<file path="src/hdl/timer_pkg.sv">
// Constants shared by the reload/capture timer and its tick generator
package timer_pkg;
   // Register addresses on the special function register port
   localparam logic [7:0] ADDR_CONTROL   = 8'h91;
   localparam logic [7:0] ADDR_RELOAD_LO = 8'h92;
   localparam logic [7:0] ADDR_RELOAD_HI = 8'h93;
   localparam logic [7:0] ADDR_COUNT_LO  = 8'h94;
   localparam logic [7:0] ADDR_COUNT_HI  = 8'h95;

   // Control register bit positions
   localparam int BIT_HIGH_OVF    = 7;
   localparam int BIT_LOW_OVF     = 6;
   localparam int BIT_LOW_IRQ_EN  = 5;
   localparam int BIT_CAPTURE_EN  = 4;
   localparam int BIT_SPLIT       = 3;
   localparam int BIT_RUN         = 2;
   localparam int BIT_CAPTURE_SRC = 1;
   localparam int BIT_EXT_CLK     = 0;

   // Reset values
   localparam logic [7:0] CONTROL_RESET = 8'h00;
   localparam logic [7:0] BYTE_RESET    = 8'h00;

   // Byte and word limits
   localparam logic [7:0]  BYTE_MAX = 8'hFF;
   localparam logic [15:0] WORD_MAX = 16'hFFFF;

   // Tick dividers in clock cycles
   localparam int SYS_DIV = 12;
   localparam int EXT_DIV = 8;
   localparam logic [3:0] SYS_DIV_LAST = 4'(SYS_DIV - 1);
   localparam logic [2:0] EXT_DIV_LAST = 3'(EXT_DIV - 1);
endpackage : timer_pkg

</file>
<file path="src/hdl/tick_if.sv">
// Tick selects and tick strobes between the timer core and its tick generator
`timescale 1ns/1ps
`default_nettype none
interface tick_if;
   logic fast_high;
   logic fast_low;
   logic ext_sel;
   logic tick_high;
   logic tick_low;
   modport gen (input fast_high, input fast_low, input ext_sel,
                output tick_high, output tick_low);
   modport use_ticks (output fast_high, output fast_low, output ext_sel,
                      input tick_high, input tick_low);
endinterface : tick_if
`default_nettype wire

</file>
<file path="src/hdl/reload_capture_timer.sv">
// Sixteen-bit reload/capture timer with split mode, on the special function register port
// Functional notes
// - 16-bit mode: on FFFF rollover load reload value and set high flag.
// - 16-bit mode interrupts on full overflow, plus low-byte rollovers if enabled.
// - Split mode runs two 8-bit auto-reload timers from their own reload bytes.
// - Run bit gates whole timer in 16-bit mode, only high byte in split.
// - Split bytes tick on system clock if own fast select, else the alternative clock; 16-bit mode follows the low select.
// - One external-clock select bit picks the alternative clock for both bytes.
// - External clock is synchronised, then divided by eight, before advancing the counter.
// - Split mode: high byte rollover sets high flag, low rollover low flag.
// - Split mode interrupts on high overflow, or either byte when low enable set.
// - Overflow flags are cleared only by software writes; software checks both.
// - Low flag sets on every low-byte rollover in every mode.
// - Capture source select: 0 start-of-frame, 1 low-frequency oscillator rising edge.
// - Capture 16-bit: count wraps; event copies count to reload, requests interrupt.
// - Capture split: bytes wrap independently; event copies both bytes, requests interrupt.
// - Control register bit map and all-zero reset value.
// - Reload bytes are read/write, reset zero, hold reload or captured value.
// - Count bytes are read/write, reset zero, form the 16-bit or split counts.
`timescale 1ns/1ps
`default_nettype none
module reload_capture_timer
   import timer_pkg::*;
(
   input  wire logic       ref_clk,
   input  wire logic       rst,
   input  wire logic [7:0] sfr_addr,
   input  wire logic       sfr_wr_en,
   input  wire logic       sfr_rd_en,
   input  wire logic [7:0] sfr_wdata,
   output logic      [7:0] sfr_rdata,
   input  wire logic       high_fast_clock_sel,
   input  wire logic       low_fast_clock_sel,
   input  wire logic       ext_osc_clk,
   input  wire logic       sof_pulse,
   input  wire logic       low_freq_osc,
   input  wire logic       timer_irq_en,
   output logic            irq_req
);
   logic [7:0] control_q;
   logic [7:0] reload_lo_q;
   logic [7:0] reload_hi_q;
   logic [7:0] count_lo_q;
   logic [7:0] count_hi_q;
   logic [7:0] count_lo_d;
   logic [7:0] count_hi_d;
   logic [7:0] rdata_q;
   logic       irq_q;
   logic [2:0] sof_sync_q;
   logic [2:0] lfo_sync_q;
   logic       set_high_ovf;
   logic       set_low_ovf;
   logic       capture_evt;
   logic       adv_lo;
   logic       adv_hi;
   logic       wr_ctrl;
   logic       high_ovf;
   logic       low_ovf;
   logic       low_irq_en;
   logic       capture_en;
   logic       split;
   logic       run;

   tick_if tk ();

   assign tk.fast_high = high_fast_clock_sel;
   assign tk.fast_low  = low_fast_clock_sel;
   assign tk.ext_sel   = control_q[BIT_EXT_CLK];

   count_tick_gen u_tick (
      .ref_clk     (ref_clk),
      .rst         (rst),
      .ext_osc_clk (ext_osc_clk),
      .tk          (tk)
   );

   assign high_ovf   = control_q[BIT_HIGH_OVF];
   assign low_ovf    = control_q[BIT_LOW_OVF];
   assign low_irq_en = control_q[BIT_LOW_IRQ_EN];
   assign capture_en = control_q[BIT_CAPTURE_EN];
   assign split      = control_q[BIT_SPLIT];
   assign run        = control_q[BIT_RUN];
   assign wr_ctrl    = sfr_wr_en && (sfr_addr == ADDR_CONTROL);

   // Bit 0 of each chain is read only by bit 1; edges use bits 1 and 2
   always_ff @(posedge ref_clk or posedge rst) begin
      if (rst) begin
         sof_sync_q <= 3'h0;
         lfo_sync_q <= 3'h0;
      end else begin
         sof_sync_q <= {sof_sync_q[1:0], sof_pulse};
         lfo_sync_q <= {lfo_sync_q[1:0], low_freq_osc};
      end
   end

   always_comb begin
      capture_evt = 1'b0;
      if (capture_en) begin
         if (control_q[BIT_CAPTURE_SRC]) begin
            capture_evt = lfo_sync_q[1] & ~lfo_sync_q[2];
         end else begin
            capture_evt = sof_sync_q[1] & ~sof_sync_q[2];
         end
      end
   end

   // Low byte runs free in split mode; 16-bit mode uses the low byte's tick
   assign adv_lo = tk.tick_low & (split | run);
   assign adv_hi = tk.tick_high & run;

   always_comb begin
      count_lo_d   = count_lo_q;
      count_hi_d   = count_hi_q;
      set_low_ovf  = 1'b0;
      set_high_ovf = capture_evt;
      if (!split) begin
         if (adv_lo) begin
            set_low_ovf = (count_lo_q == BYTE_MAX);
            if ({count_hi_q, count_lo_q} == WORD_MAX) begin
               set_high_ovf = 1'b1;
               if (capture_en) begin
                  {count_hi_d, count_lo_d} = 16'h0000;
               end else begin
                  {count_hi_d, count_lo_d} = {reload_hi_q, reload_lo_q};
               end
            end else begin
               {count_hi_d, count_lo_d} = 16'({count_hi_q, count_lo_q} + 16'h0001);
            end
         end
      end else begin
         if (adv_lo) begin
            if (count_lo_q == BYTE_MAX) begin
               set_low_ovf = 1'b1;
               count_lo_d  = capture_en ? 8'h00 : reload_lo_q;
            end else begin
               count_lo_d = 8'(count_lo_q + 8'h01);
            end
         end
         if (adv_hi) begin
            if (count_hi_q == BYTE_MAX) begin
               set_high_ovf = 1'b1;
               count_hi_d   = capture_en ? 8'h00 : reload_hi_q;
            end else begin
               count_hi_d = 8'(count_hi_q + 8'h01);
            end
         end
      end
   end

   // A software write to a count byte wins over the tick in that cycle
   always_ff @(posedge ref_clk or posedge rst) begin
      if (rst) begin
         count_lo_q <= BYTE_RESET;
         count_hi_q <= BYTE_RESET;
      end else begin
         count_lo_q <= (sfr_wr_en && sfr_addr == ADDR_COUNT_LO) ? sfr_wdata : count_lo_d;
         count_hi_q <= (sfr_wr_en && sfr_addr == ADDR_COUNT_HI) ? sfr_wdata : count_hi_d;
      end
   end

   // Capture wins over a software write so no measured edge is lost
   always_ff @(posedge ref_clk or posedge rst) begin
      if (rst) begin
         reload_lo_q <= BYTE_RESET;
         reload_hi_q <= BYTE_RESET;
      end else if (capture_evt) begin
         reload_lo_q <= count_lo_q;
         reload_hi_q <= count_hi_q;
      end else if (sfr_wr_en) begin
         if (sfr_addr == ADDR_RELOAD_LO) begin
            reload_lo_q <= sfr_wdata;
         end
         if (sfr_addr == ADDR_RELOAD_HI) begin
            reload_hi_q <= sfr_wdata;
         end
      end
   end

   // Flags: hardware set beats a software clear in the same cycle
   always_ff @(posedge ref_clk or posedge rst) begin
      if (rst) begin
         control_q <= CONTROL_RESET;
      end else begin
         if (wr_ctrl) begin
            control_q[5:0] <= sfr_wdata[5:0];
         end
         control_q[BIT_HIGH_OVF] <= (wr_ctrl ? sfr_wdata[BIT_HIGH_OVF] : high_ovf)
                                    | set_high_ovf;
         control_q[BIT_LOW_OVF]  <= (wr_ctrl ? sfr_wdata[BIT_LOW_OVF] : low_ovf)
                                    | set_low_ovf;
      end
   end

   // Request stays up while an enabled flag is set; the core never clears flags itself
   always_ff @(posedge ref_clk or posedge rst) begin
      if (rst) begin
         irq_q <= 1'b0;
      end else begin
         irq_q <= timer_irq_en & (high_ovf | (low_irq_en & low_ovf));
      end
   end

   always_ff @(posedge ref_clk or posedge rst) begin
      if (rst) begin
         rdata_q <= 8'h00;
      end else if (sfr_rd_en) begin
         case (sfr_addr)
            ADDR_CONTROL:   rdata_q <= control_q;
            ADDR_RELOAD_LO: rdata_q <= reload_lo_q;
            ADDR_RELOAD_HI: rdata_q <= reload_hi_q;
            ADDR_COUNT_LO:  rdata_q <= count_lo_q;
            ADDR_COUNT_HI:  rdata_q <= count_hi_q;
            default:        rdata_q <= 8'h00;
         endcase
      end
   end

   assign sfr_rdata = rdata_q;
   assign irq_req   = irq_q;
endmodule : reload_capture_timer
`default_nettype wire

</file>
<file path="src/hdl/count_tick_gen.sv">
// Per-byte count tick generator: system clock, divided by 12, or external clock by 8
`timescale 1ns/1ps
`default_nettype none
module count_tick_gen
   import timer_pkg::*;
(
   input  wire logic ref_clk,
   input  wire logic rst,
   input  wire logic ext_osc_clk,
   tick_if.gen       tk
);
   logic       ext_s1_q;
   logic       ext_s2_q;
   logic       ext_s3_q;
   logic [2:0] ext_div_q;
   logic [3:0] sys_div_q;
   logic       ext_rise;
   logic       ext_tick;
   logic       sys_tick;
   logic       alt_tick;

   // External oscillator brought into the system clock before use
   always_ff @(posedge ref_clk or posedge rst) begin
      if (rst) begin
         ext_s1_q <= 1'b0;
         ext_s2_q <= 1'b0;
         ext_s3_q <= 1'b0;
      end else begin
         ext_s1_q <= ext_osc_clk;
         ext_s2_q <= ext_s1_q;
         ext_s3_q <= ext_s2_q;
      end
   end

   assign ext_rise = ext_s2_q & ~ext_s3_q;
   assign ext_tick = ext_rise && (ext_div_q == EXT_DIV_LAST);

   always_ff @(posedge ref_clk or posedge rst) begin
      if (rst) begin
         ext_div_q <= 3'h0;
      end else if (ext_rise) begin
         ext_div_q <= 3'(ext_div_q + 3'h1);
      end
   end

   always_ff @(posedge ref_clk or posedge rst) begin
      if (rst) begin
         sys_div_q <= 4'h0;
      end else if (sys_div_q == SYS_DIV_LAST) begin
         sys_div_q <= 4'h0;
      end else begin
         sys_div_q <= 4'(sys_div_q + 4'h1);
      end
   end

   assign sys_tick = (sys_div_q == SYS_DIV_LAST);
   // One alternative source serves both bytes; each byte may override it
   assign alt_tick     = tk.ext_sel ? ext_tick : sys_tick;
   assign tk.tick_low  = tk.fast_low | alt_tick;
   assign tk.tick_high = tk.fast_high | alt_tick;
endmodule : count_tick_gen
`default_nettype wire

</file>
<file path="config.mk">
export PLATFORM = sky130hd
export DESIGN_NAME = reload_capture_timer
export DESIGN_NICKNAME = d
export VERILOG_FILES = /design/src/hdl/timer_pkg.sv /design/src/hdl/tick_if.sv /design/src/hdl/reload_capture_timer.sv /design/src/hdl/count_tick_gen.sv
export SDC_FILE = /design/constraint.sdc
export NUM_CORES = 1
export LEC_CHECK = 0
export BUFFER_PORTS_ARGS = -buffer_cell sky130_fd_sc_hd__buf_2
export CAP_MARGIN = 10
export CORE_UTILIZATION = 40
export DETAILED_ROUTE_END_ITERATION = 7
export HOLD_SLACK_MARGIN = 0.05
export MAX_ROUTING_LAYER = met4
export PLACE_DENSITY = 0.56
export SLEW_MARGIN = 20
export SYNTH_ARGS = -nofsm -noshare
export SYNTH_HDL_FRONTEND = slang
export SYNTH_SLANG_ARGS = --single-unit
</file>
<file path="constraint.sdc">
create_clock -name ref_clk -period 1.92 [get_ports ref_clk]
set_input_delay 0.384 -clock ref_clk [delete_from_list [all_inputs] [get_ports ref_clk]]
set_output_delay 0.384 -clock ref_clk [all_outputs]
set_load 0.02 [all_outputs]
</file>
==> out/results.ini <==
[route]
drc = 0
vias = 3424
ant_nets = 0
firstDrtPassIters = 5
first_iter_violations = 281
wl_per_cell_um = 18.9
viasPerCell = 5.64
routed_wl_mm = 11.5

[sta]
finalCritPeriodShare = 1.02
skew_ns = 0.00713
finalWorstSetupSlack_ns = -0.0384
grt_setup_unrepaired = true
timing_worst_slew_pin_value_ns = 0.574
setup_viol = 4
final_hold_viol_count = 0
clock.fmax_ghz = 0.511
finalCriticalPeriod_ns = 1.96
holdWs_ns = 0.0882
slew_headroom = 0.616
drv_slew = 0

[finish]
drive_gt1_frac = 0.345
register_area_um2 = 1630
nets = 504
diodes = 0
multi_input_area_um2 = 2070
fill_cells = 845
syn2layout_area_growth_pct = 26.9

[floorplanning]
die_height_um = 99.7
fp-row-count = 35
start_util = 0.413
core-area_um2 = 9240
die_w_um = 99.7
fp.dieArea_um2 = 9940
ios = 35

[placement]
place_hpwl_mm = 8.42
io_buffers = 34
place.gp.congestion = 0.938

[flow_run]
maxCapViolations = 0

[yosys]
netlist_top_cells_count = dfrtp_1, nor2_1, a21oi_1, nand2_1, mux2i_1
synth_top_cells_by_area = dfrtp_1, mux2i_1, nor2_1
synth_top_area_share = 0.426
async_reset_ff_frac = 1.00
avgSynthCellArea_um2 = 9.72
yosysMostFrequentCell = dfrtp_1
synth_ff_type = dfrtp_1
ys_seq_area_frac = 0.426
synth_cells = 393
synth_fp_nets = 424
synth_area_um2 = 3820
synth_edf_count = 0
synth_cell_type_count = 70
ys_seq_elements = 65
synth_warnings = 0
synth_top_area_cell = dfrtp_1

[clocking]
insertion_delay_ns = 0.35
cts_made_buffers = 9
cts.hold.buffers_added = 0
cts.sinks = 65
htreeDepth = 3
clk_path_buf_depth = 2
clk_pin_slew_ns = 0.08
cts-root-buf = clkbuf_8
cts_tree = yes

[outcome]
status = finished with violations
violations = setup timing

[global_routing]
gr-total-overflow = 0
grt_pass1_vias = 3320
grt_max_degree = 34
antenna_found_initial = 0
grt_pass1_wl_mm = 18.1
grtUsageTotal = 0.252

[setup_path]
cp.depth = 8
slowest_delay_ns = 0.41
required_ns = 2.19
worst-path-max-fanout = 6
startpoint = count_hi_q[1]$_DFFE_PP0P_
crit_buf_inv = 1
crit_path_end_kind = flop
ff2ff_setup_slack_ns = -0.04
r2r_start = count_hi_q[1]$_DFFE_PP0P_
cp.arrival_ns = 2.23
path_class = flop to flop
rr_worst_depth = 8
cpLargestDelayFamily = compound AO/OA/AOI/OAI gates
path_cells = ha_4 -> nand4_1 -> buf_4 -> o21ba_4 -> or3_4 -> o32ai_2 -> a221oi_1 -> a21oi_1
crit_path_end = count_lo_q[5]$_DFFE_PP0P_
startpoint_type = flop
r2r-end = count_lo_q[5]$_DFFE_PP0P_
worst_path_max_delay_cell = dfrtp_1

[pwr]
powerDensity_nw_per_um2 = 948
total_power_mw = 4.59
leakagePower_nw = 2.21
peakVddDrop_v = 0.000538

[hold_path]
hp-class = input port to async pin

## placed cells by master (no fill, tap or decap), types with 3 or more instances in the layout
cell,synthesis,layout
dfrtp_1,65,65
mux2i_1,21,21
clkbuf_8,6,10
buf_2,10,34
a21oi_1,27,26
a22o_1,8,8
a31oi_1,10,10
nor2b_1,5,5
o21ai_0,15,9
inv_1,16,15
or3_1,4,4
nand4_1,10,10
o21ai_1,5,7
mux2_2,12,11
o211ai_1,5,5
nor3_1,6,5
o21ai_2,0,4
a22oi_1,9,8
xor2_1,5,5
and3_1,4,4
buf_6,1,6
buf_12,0,3
nand2_2,2,3
a31o_2,3,3
buf_4,2,53
and3b_1,3,3
nand2_1,22,21
nand3_1,9,9
nor2_1,44,43
## worst register-to-register path, delay by kind of cell, from the launching register on
kind                     cells  cell delay [ns]
adder cells (fa/ha/maj)      1             0.18
flip-flops                   1             0.41
AO/OA/AOI/OAI                4             0.61
buffers and inverters        1             0.17
AND/OR/NAND/NOR              2             0.51
## registers in the layout (all words and copies together) (netlist names)
register / count
u_tick.ext_s1_q: 1
reload_lo_q: 8
u_tick.ext_div_q: 3
sof_sync_q: 3
count_lo_q: 8
u_tick.ext_s3_q: 1
sfr_rdata: 8
irq_req: 1
count_hi_q: 8
u_tick.ext_s2_q: 1
control_q: 8
u_tick.sys_div_q: 4
lfo_sync_q: 3
reload_hi_q: 8
## how the worst min path moves through the flow
stage | end | cells after the start | slack (ns) | start
CTS | control_q[0]$_DFFE_PP0P_ | 2 | 0.09 | rst
global route | control_q[0]$_DFFE_PP0P_ | 2 | 0.12 | rst
floorplan | lfo_sync_q[1]$_DFF_PP0_ | 0 | 0.33 | lfo_sync_q[0]$_DFF_PP0_
finish | reload_hi_q[1]$_DFFE_PP0P_ | 2 | 0.09 | rst
global placement | sof_sync_q[1]$_DFF_PP0_ | 0 | 0.34 | sof_sync_q[0]$_DFF_PP0_
detailed placement | u_tick.ext_s2_q$_DFF_PP0_ | 0 | 0.33 | u_tick.ext_s1_q$_DFF_PP0_
## kinds of logic (layout without fill, tap and decap cells)
| group | count (synthesis) | count (layout) | synth area share |
|---|---|---|---|
| simple gates | 132 | 132 | 0.195 |
| fa+ha+maj | 5 | 5 | 0.0164 |
| xor+xnor | 7 | 7 | 0.0161 |
| mux | 33 | 33 | 0.0904 |
| buf+inv | 43 | 128 | 0.0655 |
| flops | 65 | 65 | 0.426 |
| compound gates | 108 | 108 | 0.191 |
## layout make-up
cell class                      count  share of cell area
Tap cell                          129              0.0333
Timing Repair Buffer               96               0.144
Inverter                           16              0.0132
Clock buffer                       10              0.0284
Clock inverter                      6              0.0186
Multi-Input combinational cell    285               0.427
Sequential cell                    65               0.336
## through the flow
stage	area [um^2]	std cells	utilization	TNS [ns]	setup slack (ns)
after floorplan	3840	393	-	-0.0151	-0.0151
after global placement	4400	581	0.477	-0.417	-0.109
after detailed placement	4400	581	0.477	-0.899	-0.146
after CTS	4670	599	0.506	-0.0420	-0.0216
after global routing	4850	607	0.524	-0.685	-0.114
final	4850	607	0.524	-0.103	-0.0384
## what timing repair did
action | 4_1_cts | 5_1_grt
gates resized for setup | 8 | 27
pin swaps | 2 | 14
setup buffers | 2 | 8
endpoints found under the setup margin | 14 | 15
## power by group
part / internal (mW) / switching (mW)
logic: 0.675 / 0.679
registers: 1.64 / 0.260
clock network: 0.771 / 0.572
## routing by layer
layer,global-route usage,up-vias,part of all wire,wire [um]
met5,-,-,0,0
met4,0.0939,0,0.023,268
met3,0.0478,22,0.062,711
met2,0.385,145,0.46,5320
met1,0.332,1648,0.45,5190
li1,-,1609,-,-
Note: power is estimated with default switching activity, not from simulation.
